File: config.mk
export PLATFORM = sky130hd
export DESIGN_NAME = acccr_regs
export DESIGN_NICKNAME = d
export VERILOG_FILES = /design/src/include/acccr_pkg.sv /design/src/hdl/acccr_chan_sel.sv /design/src/hdl/acccr_regs.sv
export SDC_FILE = /design/constraint.sdc
export NUM_CORES = 1
export LEC_CHECK = 0
export ABC_AREA = 1
export BUFFER_PORTS_ARGS = -buffer_cell sky130_fd_sc_hd__buf_2
export CORE_MARGIN = 1
export CORE_UTILIZATION = 50
export DETAILED_ROUTE_END_ITERATION = 10
export PLACE_DENSITY = 0.73
export SETUP_SLACK_MARGIN = 0.2
export SLEW_MARGIN = 20
export SYNTH_ARGS = -nofsm -noshare
export SYNTH_HDL_FRONTEND = slang
export SYNTH_SLANG_ARGS = --single-unit
export TNS_END_PERCENT = 100
File: constraint.sdc
create_clock -name core_clk_in -period 19.7 [get_ports core_clk_in]
set_clock_uncertainty 0.1 [all_clocks]
set_input_delay 1.97 -clock core_clk_in [delete_from_list [all_inputs] [get_ports core_clk_in]]
set_output_delay 1.97 -clock core_clk_in [all_outputs]
set_load 0.01 [all_outputs]
File: src/include/acccr_pkg.sv
package acccr_pkg;

	localparam int N_IN   = 16;
	localparam int ADDR_W = 12;
	localparam int DATA_W = 8;
	localparam int IRQ_W  = 4;

	// Register offsets, byte addressed as printed
	localparam logic [ADDR_W-1:0] PIN_CTRL_OFS   = 12'h026;
	localparam logic [ADDR_W-1:0] PIN_STATE_OFS  = 12'h028;
	localparam logic [ADDR_W-1:0] TEMP_CTRL_OFS  = 12'h029;
	localparam logic [ADDR_W-1:0] CFG_BASE_OFS   = 12'h030;
	localparam logic [ADDR_W-1:0] CFG_LAST_OFS   = 12'h03F;
	localparam logic [ADDR_W-1:0] CFG_STRIDE     = 12'h001;
	localparam logic [ADDR_W-1:0] IRQ_STATUS_OFS = 12'h0F0;
	localparam logic [ADDR_W-1:0] IRQ_MASK_OFS   = 12'h0F1;

	// Field positions
	localparam int OUT_FN_EN_BIT   = 0;
	localparam int IN_FN_EN_BIT    = 4;
	localparam int GPI_FIELD_LSB   = 4;
	localparam int GPO_FIELD_LSB   = 0;
	localparam int GPO_FIELD_W     = 4;
	localparam int TEMP_EN_BIT     = 0;
	localparam int IRQ_GPI_BIT     = 0;
	localparam int IRQ_HIGH_BIT    = 1;
	localparam int IRQ_LOW_BIT     = 2;
	localparam int IRQ_BAD_PAIR_BIT = 3;

	// Reset values and writable-bit masks
	localparam logic [DATA_W-1:0] PIN_CTRL_RESET  = 8'h00;
	localparam logic [DATA_W-1:0] PIN_STATE_RESET = 8'h00;
	localparam logic [DATA_W-1:0] TEMP_CTRL_RESET = 8'h00;
	localparam logic [DATA_W-1:0] CFG_RESET       = 8'h08;
	localparam logic [DATA_W-1:0] PIN_CTRL_WMASK  = 8'h11;
	localparam logic [DATA_W-1:0] TEMP_CTRL_WMASK = 8'h01;
	localparam logic [DATA_W-1:0] CFG_WMASK       = 8'hFB;
	localparam logic [IRQ_W-1:0]  IRQ_RESET       = 4'h0;

	typedef enum logic [1:0]
	{
		PAIR_REF_GROUND = 2'h0,
		PAIR_COMMON     = 2'h1,
		PAIR_NEIGHBOUR  = 2'h2,
		PAIR_INVALID    = 2'h3
	} acccr_pair_e;

	// Stored per-input configuration, bit 7 down to bit 0
	typedef struct packed
	{
		logic        threshold_detect_enable;
		logic        polarity;
		acccr_pair_e pairing_select;
		logic        hiz_enable;
		logic        reserved;
		logic [1:0]  osr_select;
	} acccr_cfg_s;

	// Effective per-input settings handed to the conversion logic
	typedef struct packed
	{
		logic        threshold_detect_enable;
		logic        polarity;
		acccr_pair_e pairing_select;
		logic        hiz_enable;
		logic [1:0]  osr_select;
	} acccr_chan_s;

	localparam logic [6:0] CHAN_RESET = 7'h04;

endpackage

File: src/hdl/acccr_chan_sel.sv
`timescale 1ns/1ps
module acccr_chan_sel
	import acccr_pkg::*;
(
	input  wire acccr_cfg_s  own_cfg_in,
	input  wire acccr_cfg_s  base_cfg_in,
	input  wire logic        advanced_seq_in,
	output      acccr_chan_s chan_cfg_out
);

	// Scoped fields come from input 0 under the standard sequencer
	acccr_cfg_s src;

	always_comb
	begin
		src = advanced_seq_in ? own_cfg_in : base_cfg_in;
		chan_cfg_out.threshold_detect_enable = src.threshold_detect_enable;
		chan_cfg_out.pairing_select          = src.pairing_select;
		chan_cfg_out.hiz_enable              = src.hiz_enable;
		chan_cfg_out.osr_select              = src.osr_select;
		chan_cfg_out.polarity                = own_cfg_in.polarity;
	end

endmodule

File: src/hdl/acccr_regs.sv
// Behaviour
// - Input pin level read at bit 4.
// - Output field bit 0 drives pin.
// - Temperature sensor sequenced only while bit set.
// - Standard mode: input 0 enable governs all.
// - Advanced mode: each input own enable.
// - Alert flags pass only when detection enabled.
// - Polarity always from own register.
// - Standard mode: input 0 pairing for all.
// - Advanced mode: own pairing per input.
// - Pairing codes: ground, common, neighbour, invalid.
// - Sixteen config registers, 0x030 to 0x03F.
// - Output drives only if enabled, unclaimed.
// - Input reflects pin only if enabled, unclaimed.
`timescale 1ns/1ps
module acccr_regs
	import acccr_pkg::*;
(
	input  wire logic                    core_clk_in,
	input  wire logic                    rst_in,
	input  wire logic [ADDR_W-1:0]       addr_in,
	input  wire logic [DATA_W-1:0]       wr_data_in,
	input  wire logic                    wr_en_in,
	input  wire logic                    rd_en_in,
	output      logic [DATA_W-1:0]       rd_data_out,
	input  wire logic                    advanced_seq_in,
	input  wire logic                    pin_claimed_in,
	input  wire logic                    multifunction_pin_in,
	output      logic                    multifunction_pin_out,
	output      logic                    multifunction_pin_oe_out,
	input  wire logic [N_IN-1:0]         high_alert_raw_in,
	input  wire logic [N_IN-1:0]         low_alert_raw_in,
	output      logic [N_IN-1:0]         high_alert_flag_out,
	output      logic [N_IN-1:0]         low_alert_flag_out,
	output      logic                    temp_include_out,
	output      acccr_chan_s [N_IN-1:0]  chan_cfg_out,
	output      logic                    irq_out
);

	acccr_cfg_s                cfg_q [N_IN];
	acccr_chan_s [N_IN-1:0]    chan_eff;
	acccr_chan_s [N_IN-1:0]    chan_q;
	logic [DATA_W-1:0]         pin_ctrl_q;
	logic [GPO_FIELD_W-1:0]    output_pin_drive_field_q;
	logic                      input_pin_state_q;
	logic                      temp_include_q;
	logic                      pin_out_q;
	logic                      pin_oe_q;
	logic [N_IN-1:0]           high_flag_d;
	logic [N_IN-1:0]           low_flag_d;
	logic [N_IN-1:0]           high_flag_q;
	logic [N_IN-1:0]           low_flag_q;
	logic [IRQ_W-1:0]          status_q;
	logic [IRQ_W-1:0]          status_d;
	logic [IRQ_W-1:0]          mask_q;
	logic [IRQ_W-1:0]          event_d;
	logic [IRQ_W-1:0]          clear_d;
	logic                      irq_q;
	logic [DATA_W-1:0]         rd_d;
	logic [DATA_W-1:0]         rd_q;
	logic [ADDR_W-1:0]         cfg_ofs;
	logic [3:0]                cfg_idx;
	logic                      cfg_hit;
	logic                      cfg_wr;
	logic                      gpi_active;
	logic                      gpo_active;

	// Address decode for the per-input bank
	assign cfg_ofs = addr_in - CFG_BASE_OFS;
	assign cfg_idx = cfg_ofs[3:0];
	assign cfg_hit = (addr_in >= CFG_BASE_OFS) && (addr_in <= CFG_LAST_OFS);
	assign cfg_wr  = wr_en_in && cfg_hit;

	// Pin ownership: busy and alert functions outrank the plain pin modes
	assign gpo_active = pin_ctrl_q[OUT_FN_EN_BIT] && !pin_claimed_in;
	assign gpi_active = pin_ctrl_q[IN_FN_EN_BIT] && !pin_claimed_in;

	always_ff @(posedge core_clk_in or posedge rst_in)
	begin
		if (rst_in)
		begin
			for (int i = 0; i < N_IN; i++)
			begin
				cfg_q[i] <= CFG_RESET;
			end
		end
		else if (cfg_wr)
		begin
			// Stride of one, so the offset is the index
			cfg_q[cfg_idx] <= wr_data_in & CFG_WMASK;
		end
	end

	always_ff @(posedge core_clk_in or posedge rst_in)
	begin
		if (rst_in)
		begin
			pin_ctrl_q <= PIN_CTRL_RESET;
		end
		else if (wr_en_in && addr_in == PIN_CTRL_OFS)
		begin
			pin_ctrl_q <= wr_data_in & PIN_CTRL_WMASK;
		end
	end

	always_ff @(posedge core_clk_in or posedge rst_in)
	begin
		if (rst_in)
		begin
			output_pin_drive_field_q <= PIN_STATE_RESET[GPO_FIELD_LSB +: GPO_FIELD_W];
		end
		else if (wr_en_in && addr_in == PIN_STATE_OFS)
		begin
			// Upper nibble is the read-only input field
			output_pin_drive_field_q <= wr_data_in[GPO_FIELD_LSB +: GPO_FIELD_W];
		end
	end

	always_ff @(posedge core_clk_in or posedge rst_in)
	begin
		if (rst_in)
		begin
			temp_include_q <= TEMP_CTRL_RESET[TEMP_EN_BIT];
		end
		else if (wr_en_in && addr_in == TEMP_CTRL_OFS)
		begin
			temp_include_q <= wr_data_in[TEMP_EN_BIT];
		end
	end

	// Pin drive; only bit 0 of the drive field matters
	always_ff @(posedge core_clk_in or posedge rst_in)
	begin
		if (rst_in)
		begin
			pin_out_q <= 1'b0;
			pin_oe_q  <= 1'b0;
		end
		else
		begin
			pin_oe_q  <= gpo_active;
			pin_out_q <= gpo_active && output_pin_drive_field_q[0];
		end
	end

	// Pin sample; reads zero whenever the input function is not in force
	always_ff @(posedge core_clk_in or posedge rst_in)
	begin
		if (rst_in)
		begin
			input_pin_state_q <= 1'b0;
		end
		else
		begin
			input_pin_state_q <= gpi_active && multifunction_pin_in;
		end
	end

	genvar gi;
	generate
		for (gi = 0; gi < N_IN; gi++)
		begin : g_chan
			acccr_chan_sel u_sel
			(
				.own_cfg_in      (cfg_q[gi]),
				.base_cfg_in     (cfg_q[0]),
				.advanced_seq_in (advanced_seq_in),
				.chan_cfg_out    (chan_eff[gi])
			);

			// Comparator results are masked, not merely hidden from software
			assign high_flag_d[gi] = high_alert_raw_in[gi]
				&& chan_eff[gi].threshold_detect_enable;
			assign low_flag_d[gi]  = low_alert_raw_in[gi]
				&& chan_eff[gi].threshold_detect_enable;

			always_ff @(posedge core_clk_in or posedge rst_in)
			begin
				if (rst_in)
				begin
					chan_q[gi]      <= CHAN_RESET;
					high_flag_q[gi] <= 1'b0;
					low_flag_q[gi]  <= 1'b0;
				end
				else
				begin
					chan_q[gi]      <= chan_eff[gi];
					high_flag_q[gi] <= high_flag_d[gi];
					low_flag_q[gi]  <= low_flag_d[gi];
				end
			end
		end
	endgenerate

	// Events feeding the sticky status bits
	always_comb
	begin
		event_d = '0;
		event_d[IRQ_GPI_BIT]  = gpi_active && (multifunction_pin_in != input_pin_state_q);
		event_d[IRQ_HIGH_BIT] = |(high_flag_d & ~high_flag_q);
		event_d[IRQ_LOW_BIT]  = |(low_flag_d & ~low_flag_q);
		// Code 3 is stored as written; software is told instead of being overridden
		event_d[IRQ_BAD_PAIR_BIT] = cfg_wr
			&& (acccr_pair_e'(wr_data_in[5:4]) == PAIR_INVALID);
	end

	always_comb
	begin
		clear_d = '0;
		if (wr_en_in && addr_in == IRQ_STATUS_OFS)
		begin
			clear_d = wr_data_in[IRQ_W-1:0];
		end
		// A new event outweighs a clear in the same cycle
		status_d = (status_q & ~clear_d) | event_d;
	end

	always_ff @(posedge core_clk_in or posedge rst_in)
	begin
		if (rst_in)
		begin
			status_q <= IRQ_RESET;
		end
		else
		begin
			status_q <= status_d;
		end
	end

	always_ff @(posedge core_clk_in or posedge rst_in)
	begin
		if (rst_in)
		begin
			mask_q <= IRQ_RESET;
		end
		else if (wr_en_in && addr_in == IRQ_MASK_OFS)
		begin
			mask_q <= wr_data_in[IRQ_W-1:0];
		end
	end

	// Registered output, so it trails status by one cycle
	always_ff @(posedge core_clk_in or posedge rst_in)
	begin
		if (rst_in)
		begin
			irq_q <= 1'b0;
		end
		else
		begin
			irq_q <= |(status_q & mask_q);
		end
	end

	// Read mux; unmapped addresses and reserved bits return zero
	always_comb
	begin
		rd_d = '0;
		if (cfg_hit)
		begin
			rd_d = cfg_q[cfg_idx];
		end
		else
		begin
			unique case (addr_in)
				PIN_CTRL_OFS:
				begin
					rd_d = pin_ctrl_q;
				end
				PIN_STATE_OFS:
				begin
					rd_d[GPI_FIELD_LSB] = input_pin_state_q;
					rd_d[GPO_FIELD_LSB +: GPO_FIELD_W] = output_pin_drive_field_q;
				end
				TEMP_CTRL_OFS:
				begin
					rd_d[TEMP_EN_BIT] = temp_include_q;
				end
				IRQ_STATUS_OFS:
				begin
					rd_d[IRQ_W-1:0] = status_q;
				end
				IRQ_MASK_OFS:
				begin
					rd_d[IRQ_W-1:0] = mask_q;
				end
				default:
				begin
					rd_d = '0;
				end
			endcase
		end
	end

	// Data stand only in the cycle after the strobe
	always_ff @(posedge core_clk_in or posedge rst_in)
	begin
		if (rst_in)
		begin
			rd_q <= '0;
		end
		else if (rd_en_in)
		begin
			rd_q <= rd_d;
		end
		else
		begin
			rd_q <= '0;
		end
	end

	assign rd_data_out              = rd_q;
	assign multifunction_pin_out    = pin_out_q;
	assign multifunction_pin_oe_out = pin_oe_q;
	assign high_alert_flag_out      = high_flag_q;
	assign low_alert_flag_out       = low_flag_q;
	assign temp_include_out         = temp_include_q;
	assign chan_cfg_out             = chan_q;
	assign irq_out                  = irq_q;

endmodule

Word level (Yosys, flattened, before mapping)
Index checks and enable logic that the tools add are counted.

Register bits: 299. Bits in latches: 0. RAM bits: 0. Memory bits (read-only): 0. Output and inout port bits: 156. Word-level logic and storage cells: 316. Memories: 0.

Add/sub/neg operators: 1. $mul: 0. Divide/modulo/power cells: 0. $lt $le $gt $ge: 4. Equality and inequality tests: 7. Shift-type cells: 0. Mux-type cells: 27. Bitwise operators: 9. Reduce and logical (&&, ||, !) cells: 50.

Operators with widths (number): $mux 8 (20); $bwmux 128 (1); $logic_and 1x1->1 (46); $eq 12x6->1 const B (3); $and 16x16->16 (2); $bmux 8 s4 (1); $demux 8 s4 (1); $not 16->16 (2); $reduce_or 16->1 (2); $eq 12x8->1 const B (2); $ge 12x6->1 const B (1); $le 12x6->1 const B (1); $pmux 3 s3 (1); $and 4x4->4 (2); $ge 5x5->1 const B (1); $lt 5x1->1 const B (1); $not 4->5 (1); $pmux 1 s5 (1); $mux 4 (1); $not 4->4 (1); $or 4x4->4 (1); $reduce_or 4->1 (1); $sub 4x1->4 const B (1); $eq 2x2->1 const B (1); 3 further kinds (3).

Depth between registers and ports, before layout
Gate-level depths: netlist of run 1.

Word-level depth: 7. Mapped depth: 12. Mapped depth without buffers: 11.

By module
Synthesis of run 1 repeated with hierarchy kept, for this count alone.

Cell total of the unflattened synthesis: 1338. Area total of the unflattened synthesis: 11676.2 um^2.

Modules (own cells, without submodules): acccr_regs (instances 1, cells an instance 1018, area each 10415.0 um^2, seq. area each 7121.8 um^2); acccr_chan_sel (instances 16, cells an instance 20, area each 78.8 um^2, seq. area each 0.0 um^2).

Worst setup path after synthesis of run 1
Ideal clock, no wire load.

Kind: in2reg. Start point: input addr_in[7]. End point: register cfg_q[4] (netlist name). Setup time: 0.135 ns. Arrival: 3.013 ns. Data required time: 19.465 ns. Setup slack: 16.452 ns. Stages on the path: 9. Path buffers: 1. Cells stage by stage: nor2_2 -> inv_2 -> nor3_4 -> nand2_4 -> nor2_8 -> nand2_4 -> buf_6 -> nand2_1 -> o21ai_2.

Cells in the longest elaborated chain, start to end: 3. Elaborated cells between the ends (all ways): 4. Classes of those cells: order compare: 2; reduce/logical: 2.

RTL lines: start, declared (RTL line acccr_regs.sv:21) `input wire logic [ADDR_W-1:0] addr_in,`; $ge 12x6->1 or $le 12x6->1 (tied branches) (RTL line acccr_regs.sv:71) `assign cfg_hit = (addr_in >= CFG_BASE_OFS) && (addr_in <= CFG_LAST_OFS);`; $logic_and 1x1->1 * (RTL line acccr_regs.sv:71); $logic_and 1x1->1 * (RTL line acccr_regs.sv:72) `assign cfg_wr = wr_en_in && cfg_hit;`; end signal, assigned by index (RTL line acccr_regs.sv:90) `cfg_q[cfg_idx] <= wr_data_in & CFG_WMASK;`; end, declared (RTL line acccr_regs.sv:40) `acccr_cfg_s cfg_q [N_IN];`.

Every way passes the cells marked *; elsewhere a longest branch is shown, timed or not. A chain may end at the register's enable or synchronous reset.

==> results of run 1 <==
-- synth_stat cells (4+ instances only) --
library cell  count  area [sq um]
nand2_1         365          1370
dfrtp_1         251          6280
inv_1           103           387
nor2_1           98           368
o21ai_0          86           430
o21ai_2          65           569
dfstp_2          32           841
o21ai_1          29           145
clkbuf_1         21          78.8
nand3_1          21           105
o22ai_1          21           131
a21oi_1          19          95.1
buf_6            17           191
nand3b_1         16           120
nand2_4          14           158
buf_2             8          40.0
inv_2             7          26.3
nand3_4           4          70.1
nor2_4            4          45.0
-- worst max-delay path by stage --
stage                                from  cells past startpoint  slack (ps)                    end
after floorplan                    rst_in                      1        9880   cfg_q[0]$_DFFE_PP0P_
after global placement    advanced_seq_in                     10       14860  status_q[2]$_DFF_PP0_
after detailed placement  advanced_seq_in                     10       14760  status_q[2]$_DFF_PP0_
after CTS                 advanced_seq_in                     10       15330  status_q[2]$_DFF_PP0_
after global routing      advanced_seq_in                     10       15600  status_q[2]$_DFF_PP0_
final                     advanced_seq_in                     10       15800  status_q[2]$_DFF_PP0_
-- metrics by stage --
| stage | power, mW | setup WS (ps) | util | area [sq um] | cells |
|---|---|---|---|---|---|
| 3_5_place_dp | 0.656 | 14760 | 0.565 | 12900 | 1691 |
| 4_1_cts | 1.25 | 15330 | 0.610 | 13900 | 1744 |
| 3_3_place_gp | 0.655 | 14860 | 0.565 | 12900 | 1691 |
| 6_report | 1.24 | 15800 | 0.611 | 13900 | 1745 |
| 5_1_grt | 1.28 | 15600 | 0.611 | 13900 | 1745 |
| 2_1_floorplan | 0.633 | 9880 | - | 11700 | 1210 |
-- sequential cells by signal, indices dropped and copies added, names as in the netlist, 2 cells and up --
| register | count |
|---|---|
| high_alert_flag_out | 16 |
| output_pin_drive_field_q | 4 |
| chan_cfg_out | 112 |
| status_q | 4 |
| rd_data_out | 8 |
| low_alert_flag_out | 16 |
| cfg_q | 112 |
| pin_ctrl_q | 2 |
| mask_q | 4 |
-- power breakdown --
group          switching, mW  leakage, nW  internal, mW
registers            0.00196         3.82         0.585
logic                 0.0449         3.43        0.0144
clock network          0.227        0.500         0.369
-- critical path, delay by kind of cell --
family	cells	cell delay [ps]
buf+inv	2	990
compound gates	1	280
simple gates	7	960
-- area by class of cell --
cell class                 instances  area, sq um  area share
inverter                         113          444      0.0319
clock buffer                      43          830      0.0596
timing repair buffer             219         1130      0.0812
multi-input combinational        764         3800       0.273
sequential                       283         7120       0.511
tap                              313          392      0.0281
clock inverter                    10          206      0.0148
-- logic make-up (layout without fill, tap and decap cells) --
kind of cell	after synthesis	after routing
AOI/OAI and AO/OA	228	228
buffers and inverters	163	385
DFF	283	283
and+or+nand+nor	536	536
-- per-layer routing --
metal	GRT usage	part of all wire	up-vias
met3	0.0435	0.075	56
met2	0.427	0.48	386
li1	-	-	4264
met5	0	0	-
met4	0.0872	0.027	0
met1	0.371	0.42	4467
==> summary.md, run 1 <==
| Metric | Value |
|---|---|
| Status | `finished clean` |
| GRT Util Overall | `0.266` |
| CP startpoint kind | `primary input` |
| Drc violations | `0` |
| Total gr overflow | `0` |
| Final WL | `about 32000 um` |
| Sink Count | `283` |
| Die W | `around 150 um` |
| CP max stage cell | `buf_4` |
| Yosys warning count | `0` |
| Ys async rst share | `1.00` |
| Compound-gate portion of the synthesized area | `0.123` |
| Site Rows | `55` |
| Reg-to-reg slack, setup | `17830 ps` |
| Final ANT Viol Nets | `0` |
| Max Slew Vio Count | `0` |
| Dpl hpwl | `20700 um` |
| Post-Synthesis Cells | `1210` |
| Initial Utilization | `0.513` |
| Mux cell area share after synthesis | `0` |
| FILL cells | `1924` |
| #FFs+latches synth | `about 280` |
| WHS Endpoint | `chan_cfg_out[2]$_DFF_PP1_` |
| Worst VDD drop | `51.7 uV` |
| Total count of hold-check failures in the final report | `0` |
| Hold depth | `0` |
| Final worst-path cycle share | `0.198` |
| Critical path's largest stage delay | `around 510 ps` |
| Max Fclk | `~260 MHz` |
| Post-synthesis adder-cell area fraction | `0` |
| Most frequent CP cell | `nand2_1` |
| DIE AREA | `~24000 sq um` |
| Root Buffer | `clkbuf_16` |
| Syn_nets | `about 1300` |
| Main combinational cell family by area after synthesis | `simple AND/OR/NAND/NOR gates` |
| Vias | `9173` |
| Fraction of layout cells with a size suffix above 1 | `0.279` |
| RR Startpoint | `cfg_q[127]$_DFFE_PP0P_` |
| Post-cts gate resize count | `0` |
| Number of max-cap violations | `0` |
| XOR/XNOR Fraction of Synth Area | `0` |
| Reg2reg end | `status_q[2]$_DFF_PP0_` |
| Post-synthesis simple-gate area fraction | `0.202` |
| # hold bufs at CTS | `0` |
| Largest net degree at the start of global routing | `125` |
| Vias in the first global route | `8872` |
| Antenna cells | `0` |
| Initial DRT Pass Iterations | `5` |
| Commonest non-fill, non-tap cell in the layout | `nand2_1` |
| Most used DFF post-synth | `dfrtp_1` |
| CP Cell Sequence | `buf_4, inv_2, nand2_2, o21ai_0, nand3b_1, nand2_1, nor2_1, nand2_1, nor2_1, nand2_1` |
| Max_slew headroom | `0.347` |
| Ports | `around 220` |
| Leakage | `7.75 nW` |
| WL per Instance | `about 18 um` |
| Number of synthesized flops with an enable pin | `0` |
| PortBufs | `214` |
| Tmin final | `slightly below 4000 ps` |
| Setup Fix Bufs, Post-CTS | `0` |
| CTS tree | `yes` |
| Core area | `22800 sq um` |
| Worst endpoint required time | `20020 ps` |
| Crit path DAT | `4220 ps` |
| Worst min-delay path class | `reg2reg` |
| Hold Slack | `302 ps` |
| Worst-margin pin slew | `975 ps` |
| Layout area overhead | `19.1%` |
| Worst-case clock buffer depth | `3` |
| Unrepaired setup endpoints after global routing | `false` |
| Vias per Instance | `5.26` |
| Pwr per Cell Area | `roughly 89 nW/um^2` |
| Placer's final routability congestion estimate | `about 0.87` |
| H-Tree Depth | `1` |
| Crit path capture type | `flip-flop` |
| Post-synthesis cell type count | `35` |
| Crit path kind | `in2reg` |
| Most frequent cells in the layout | `365 x nand2_1, 251 x dfrtp_1, 213 x buf_2` |
| 1st-iter DRT viols | `approximately 910` |
| Post-layout nets | `around 1500` |
| Num CTS Buffers | `29` |
| Hold_sp | `cfg_q[123]$_DFFE_PP1P_` |
| Clk_lat worst skew | `roughly 550 ps` |
| Syn Area/Cell | `around 9.7 sq um` |
| CTS clock-pin slew for the worst setup and hold paths | `roughly 60 ps` |
| Antenna violations before repair | `0` |
| Crit Path Max Fanout | `63` |
| Setup TNS | `0 ps` |
| First-pass GRT wire length | `49000 um` |
| R2R cell count | `8` |
| Die height | `155 um` |
| Sequential-to-total area share from yosys stat | `0.609` |
| Cell Area, Synth | `11700 sq um` |
| Final setup vio count | `0` |
No activity file was read; power rests on OpenSTA's default activity.
==> run 2, diff against run 1 <==
- ABC_AREA: 1 -> 0
- PLACE_DENSITY: 0.73 -> 0.76
- clock period: 19.7 -> 3.55 ns (I/O delays scaled with it)
==> run 2 against run 1 <==
Compared with the run above:
- sequential power grew to 5.6 times the previous value
- via count shrank 16%
- clock power grew to 5.3 times the previous value
- cell area grew 1.3%
- global-route usage shrank 1.7 points
- setup slack lost 15000 ps
==> summary.md, run 2 <==
| Metric | Value |
|---|---|
| Number of synthesized flops with an enable pin | `0 (unchanged)` |
| Tmin final | `2410 ps` |
| Setup TNS | `0 ps (unchanged)` |
| Total gr overflow | `0 (unchanged)` |
| Crit path kind | `in2reg` |
| Main area contributors after synthesis | `dfrtp_1 55%, mux2_2 13%, dfstp_2 7.4%, mux4_2 6.1%, nand2_1 5.6%` |
| Status | `finished clean` |
| Final WL | `28400 um (-10%)` |
| H-Tree Depth | `1 (unchanged)` |
| # hold bufs at CTS | `36 (+36)` |
| Synth top cells by count | `251 x dfrtp_1, 169 x nand2_1, 132 x mux2_2` |
| PortBufs | `214 (unchanged)` |
| Post-Synthesis Cells | `843 (-30%)` |
| Vias per Instance | `5.52 (+4.9%)` |
| Die W | `153 um (-1.3%)` |
| Most common cell in the netlist | `dfrtp_1` |
| Root Buffer | `clkbuf_16` |
| Clk_lat worst skew | `540 ps (about the same)` |
| Site Rows | `54 (-1.8%)` |
| Core area | `22100 sq um (-3.0%)` |
| Synth top area share | `0.552 (+0.0147)` |
| DIE AREA | `23400 sq um (-2.6%)` |
| Syn_nets | `902 (-29%)` |
| CTS tree | `yes` |
| Largest net degree at the start of global routing | `130 (+4.0%)` |
| Net Sw Frac | `0.212 (-0.00831)` |
| Placer's final routability congestion estimate | `0.826 (-5.2%)` |
| Antenna violations before repair | `0 (unchanged)` |
| Clk network pwr share | `0.467 (-0.013)` |
| Most frequent cells in the layout | `251 x dfrtp_1, 214 x buf_2, 169 x nand2_1` |
| Final worst-path cycle share | `0.679` |
| Post-layout nets | `1151 (-22%)` |
| Dpl hpwl | `18800 um (-9.2%)` |
| Logic pwr share | `0.047 (about the same)` |
| Crit Path Max Fanout | `9 (-86%)` |
| M1 WL | `11900 um (-11%)` |
| Max Fclk | `415 MHz` |
| Commonest non-fill, non-tap cell in the layout | `dfrtp_1` |
| Ys async rst share | `1.00 (unchanged)` |
| Number of max-cap violations | `0 (unchanged)` |
| Initial Utilization | `0.515 (+0.00181)` |
| Vias in the first global route | `7839 (-12%)` |
| Ports | `215 (unchanged)` |
| GRT Util Overall | `0.249 (-0.0174)` |
| Fraction of layout cells with a size suffix above 1 | `0.438 (+0.159)` |
| Vias | `7689 (-16%)` |
| Total count of hold-check failures in the final report | `0 (unchanged)` |
| Routed wl met3 | `1920 um (-19%)` |
| Pwr per Cell Area | `477 nW/um^2 (+440%)` |
| Hold_sp | `rd_en_in` |
| Crit path capture type | `flip-flop` |
| Worst VDD drop | `373 uV (+620%)` |
| Worst min-delay path class | `in2reg` |
| Flop pwr share | `0.486 (+0.014)` |
| Syn Area/Cell | `13.5 sq um (+40%)` |
| Unrepaired setup endpoints after global routing | `false` |
| 1st-iter DRT viols | `456 (-50%)` |
| Post-synthesis cell type count | `47 (+34%)` |
| Drc violations | `0 (unchanged)` |
| Max_slew headroom | `0.373 (+0.0258)` |
| Initial DRT Pass Iterations | `4 (-1)` |
| Critical path's largest stage delay | `670 ps (+160 ps)` |
| Final Worst Setup Slack | `1140 ps (-14660 ps)` |
| Sink Count | `283 (unchanged)` |
| Final setup vio count | `0 (unchanged)` |
| Power, Total | `6.73 mW (+440%)` |
| Sw Pwr | `1.43 mW (+420%)` |
| Storage element area | `7120 sq um (unchanged)` |
| Layout area overhead | `23.9%` |
| Pre-CTS worst setup slack | `616 ps (-14140 ps)` |
| Worst-case clock buffer depth | `3 (unchanged)` |
| First-pass GRT wire length | `45200 um (-7.7%)` |
| Leakage | `7.65 nW (-1.3%)` |
| Crit path DAT | `2720 ps (-1500 ps)` |
| Final ANT Viol Nets | `0 (unchanged)` |
| Worst-margin pin slew | `940 ps (-35.1 ps)` |
| Antenna cells | `0 (unchanged)` |
| WL per Instance | `20.4 um (+13%)` |
| #FFs+latches synth | `283 (unchanged)` |
| Yosys warning count | `0 (unchanged)` |
| Post-cts gate resize count | `0 (unchanged)` |
| WL met2 | `14300 um (-4.9%)` |
| Worst endpoint required time | `3860 ps (-16160 ps)` |
| Die height | `153 um (-1.3%)` |
| Cell Area, Synth | `11400 sq um (-2.7%)` |
| Reg-to-reg slack, setup | `1160 ps (-16670 ps)` |
| RR Startpoint | `cfg_q[127]$_DFFE_PP0P_` |
| Sequential-to-total area share from yosys stat | `0.626 (+0.0167)` |
| Placed inst area | `12800 sq um (-0.85%)` |
| Setup Fix Bufs, Post-CTS | `0 (unchanged)` |
| CP Cell Sequence | `buf_2, nor4_4, nand4_4, or2_1, nor2_2, mux2_2` |
| Cell area after layout | `14100 sq um (+1.3%)` |
| Largest area contributor in the netlist | `dfrtp_1` |
| Num CTS Buffers | `28 (-3.4%)` |
| CTS clock-pin slew for the worst setup and hold paths | `60 ps (about the same)` |
| CP startpoint | `addr_in[9]` |
| Most used DFF post-synth | `dfrtp_1` |
| FILL cells | `1594 (-17%)` |
| CP max stage cell | `nor2_2` |
| Max Used Layer | `met4` |
| CP startpoint kind | `primary input` |
| Utilization after layout | `0.639 (+0.0272)` |
| Multi-input gate area | `3990 sq um (+5.0%)` |
| Int Pwr | `5.30 mW (+450%)` |
| Max Slew Vio Count | `0 (unchanged)` |
-- run 2: cell types whose count changed in the layout (fill, tap and decap cells not counted), moves of 15 or more --
cell,before,now
o21ai_0,86,0
nor2b_1,0,24
dlygate4sd3_1,0,36
o21ai_1,29,0
nor2_1,98,12
mux4_2,0,31
o22ai_1,21,2
inv_1,102,22
mux2_2,0,132
nand3_1,21,6
o21ai_2,65,0
nand2_1,365,169
-- run 2: area by class of cell --
class                   instances  area share
flip-flops and latches        283       0.505
multi-input cells             494       0.283
repair buffers                262       0.111
clock buffers                  42      0.0599
well taps                     280      0.0248
clock inverters                10      0.0107
inverters                      23     0.00639
-- run 2: cells by family (layout without fill, tap and decap cells) --
family                 Yosys count  count (layout)  synth area share
XOR/XNOR                         1               1          0.000769
multiplexers                   169             169             0.197
buffers and inverters           66             337            0.0240
flip-flops                     283             283             0.626
AO/OA/AOI/OAI                   36              36            0.0241
AND/OR/NAND/NOR                288             288             0.128
-- run 2: power by group through the flow --
stage          registers, mW  logic [mW]  clock network, mW
2_1_floorplan           3.33       0.178                  0
3_3_place_gp            3.33       0.284                  0
3_5_place_dp            3.33       0.286                  0
4_1_cts                 3.27       0.318               3.18
5_1_grt                 3.27       0.346               3.32
6_report                3.27       0.317               3.14
-- run 2: path summary, 6_finish.rpt --
check,end,depth (start not counted)
setup / recovery,cfg_q[62]$_DFFE_PP0P_,6
hold / removal,rd_data_out[4]$_DFF_PP0_,2
setup reg to reg,status_q[1]$_DFF_PP0_,5
hold reg to reg,chan_cfg_out[40]$_DFF_PP0_,0
max in group asynchronous,high_alert_flag_out[13]$_DFF_PP0_,4
min in group asynchronous,chan_cfg_out[43]$_DFF_PP0_,4
-- run 2: layer usage --
layer | global-route usage | vias to the layer above
met5 | 0 | -
met4 | 0.0380 | 0
met3 | 0.0491 | 36
met2 | 0.420 | 298
met1 | 0.343 | 3942
li1 | - | 3413
-- run 2: stage by stage --
stage               cells  hold WS, ps
floorplan             843          265
global placement     1306          288
detailed placement   1306          289
CTS                  1394         42.3
global route         1394         52.8
finish               1394         58.4
-- run 2: worst max-delay path: cells and delay by family --
kind          cells  cell delay [ps]
simple gates      4             1840
buf+inv           1              110
mux               1              400
==> run 3, diff against run 2 <==
- ABC_AREA: 0 -> 1
- clock period: 3.55 -> 2.2 ns (I/O delays scaled with it)
==> run 3 against run 2 <==
Compared with the run above:
- die area is 2.7% higher
- global-route usage is 2.6 points higher
- via count is 23% higher
- critical path type is now reg2reg
- combinational power is 97% higher
- largest cell class unchanged
==> summary.md, run 3 (synthesis results as in run 1) <==
| Metric | Value |
|---|---|
| Worst min-delay path class | `in2async` |
| Placer's final routability congestion estimate | `0.930 (+13%)` |
| Max_slew headroom | `0.499 (+0.126)` |
| Core area | `22800 sq um (+3.1%)` |
| WL per Instance | `17.9 um (-12%)` |
| CP startpoint kind | `flip-flop` |
| Crit path DAT | `2180 ps (-540 ps)` |
| Total gr overflow | `0 (unchanged)` |
| Crit path kind | `reg2reg` |
| Commonest non-fill, non-tap cell in the layout | `nand2_1` |
| Initial DRT Pass Iterations | `5 (+1)` |
| CTS clock-pin slew for the worst setup and hold paths | `60 ps (about the same)` |
| Crit Path Max Fanout | `10 (+1)` |
| Max Fclk | `533 MHz` |
| Unrepaired setup endpoints after global routing | `false` |
| R2R cell count | `9 (+4)` |
| Vias in the first global route | `9353 (+19%)` |
| 1st-iter DRT viols | `834 (+83%)` |
| Vias | `9458 (+23%)` |
| Final WL | `32300 um (+14%)` |
| CP bufs+invs | `1 (unchanged)` |
| Fraction of layout cells with a size suffix above 1 | `0.282 (-0.157)` |
| Placed inst area | `13100 sq um (+2.5%)` |
| Final ANT Viol Nets | `0 (unchanged)` |
| CP startpoint | `cfg_q[127]$_DFFE_PP0P_` |
| Placed Cells | `1712 (+31%)` |
| Reg-to-reg slack, setup | `320 ps (-840 ps)` |
| FILL cells | `1758 (+10%)` |
| Largest net degree at the start of global routing | `94 (-28%)` |
| PortBufs | `214 (unchanged)` |
| DIE AREA | `24000 sq um (+2.7%)` |
| Setup Fix Bufs, Post-CTS | `0 (unchanged)` |
| Worst VDD drop | `448 uV (+20%)` |
| Num CTS Buffers | `27 (-3.6%)` |
| Layout area overhead | `23.3%` |
| Total count of hold-check failures in the final report | `0 (unchanged)` |
| Antenna violations before repair | `0 (unchanged)` |
| Crit path capture type | `flip-flop` |
| Worst-margin pin slew | `750 ps (-190 ps)` |
| Number of max-cap violations | `0 (unchanged)` |
| Utilization after layout | `0.633 (-0.00556)` |
| Status | `finished clean` |
| Drc violations | `0 (unchanged)` |
| Critical path's top delay family | `simple AND/OR/NAND/NOR gates` |
| Worst-case clock buffer depth | `3 (unchanged)` |
| Root Buffer | `clkbuf_16` |
| CP Cell Sequence | `nand2_4, buf_4, nand2_1, nand3b_1, o21ai_0, nor2_1, nand2_1, nor2_1, nand2_1` |
| Final worst-path cycle share | `0.852` |
| Tmin final | `1880 ps` |
| GRT Util Overall | `0.274 (+0.0257)` |
| CTS tree | `yes` |
| Vias per Instance | `5.24 (-5.0%)` |
| Fin cells | `1805 (+29%)` |
| Most frequent cells in the layout | `365 x nand2_1, 251 x dfrtp_1, 214 x buf_2` |
| Cell area after layout | `14400 sq um (+2.2%)` |
| Ports | `215 (unchanged)` |
| Post-layout nets | `1530 (+33%)` |
| RR Startpoint | `cfg_q[127]$_DFFE_PP0P_` |
| Antenna cells | `0 (unchanged)` |
| CP max stage cell | `dfrtp_1` |
| Critical path's largest stage delay | `480 ps (-190 ps)` |
| Final setup vio count | `0 (unchanged)` |
| Max Slew Vio Count | `0 (unchanged)` |
| Leakage | `7.98 nW (+4.3%)` |
| Sink Count | `283 (unchanged)` |
| Initial Utilization | `0.513 (-0.00181)` |
| First-pass GRT wire length | `50800 um (+12%)` |
| Worst endpoint required time | `2500 ps (-1360 ps)` |
| H-Tree Depth | `1 (unchanged)` |
| Dpl hpwl | `22000 um (+17%)` |
| Most frequent CP cell | `nand2_1` |
| Reg2reg end | `status_q[2]$_DFF_PP0_` |
| Die W | `155 um (+1.3%)` |
| Site Rows | `55 (+1.9%)` |
| Pwr per Cell Area | `738 nW/um^2 (+55%)` |
| Die height | `155 um (+1.3%)` |
| Clk_lat worst skew | `550 ps (about the same)` |
-- run 3: how the worst max path moves through the flow --
stage                                 end  cells past startpoint  slack [ps]
finish              status_q[2]$_DFF_PP0_                      9         320
global route        status_q[2]$_DFF_PP0_                      9         230
CTS                 status_q[2]$_DFF_PP0_                      9         360
detailed placement  status_q[2]$_DFF_PP0_                     11         330
global placement    status_q[2]$_DFF_PP0_                     11         390
floorplan            cfg_q[0]$_DFFE_PP0P_                      1       -1840
-- run 3: timing repair --
action | 4_1_cts | 5_1_grt
hold buffers | 43 | 0
resized for setup | 0 | 1
setup endpoints to repair | 0 | 1
hold endpoints to repair | 296 | 0
-- run 3: power by group --
part | internal, mW | switching [mW] | leakage (nW)
Combinational | 0.201 | 0.423 | 3.71
Sequential | 5.23 | 0.0161 | 3.82
Clock | 2.82 | 1.94 | 0.447
Total | 8.26 | 2.38 | 7.98
-- run 3: worst min-delay path, delay by kind of cell --
kind	cells	cell delay, ps
buffers and inverters	3	830
-- run 3: final cells by class --
type	instances	area [sq um]	share of cell area
Sequential cell	283	7120	0.494
Multi-Input combinational cell	764	3810	0.264
Timing Repair Buffer	282	1740	0.121
Clock buffer	40	785	0.0544
Inverter	113	440	0.0305
Tap cell	313	392	0.0272
Clock inverter	10	134	0.00929
-- run 3: routing by layer --
| layer | vias up | track usage | wire (um) |
|---|---|---|---|
| met1 | 4529 | 0.382 | 13500 |
| met4 | 0 | 0.121 | 1380 |
| li1 | 4376 | - | - |
| met5 | - | 0 | 0 |
| met3 | 104 | 0.0401 | 2330 |
| met2 | 449 | 0.431 | 15100 |
-- run 3: per-stage QoR --
step	setup TNS [ps]	power [mW]	hold WS, ps	setup WS [ps]
floorplan	-489850	5.67	186	-1840
global placement	0	5.89	71.9	391
detailed placement	0	5.90	61.7	326
CTS	0	10.7	46.4	363
global route	0	11.0	53.1	232
finish	0	10.6	51.7	325
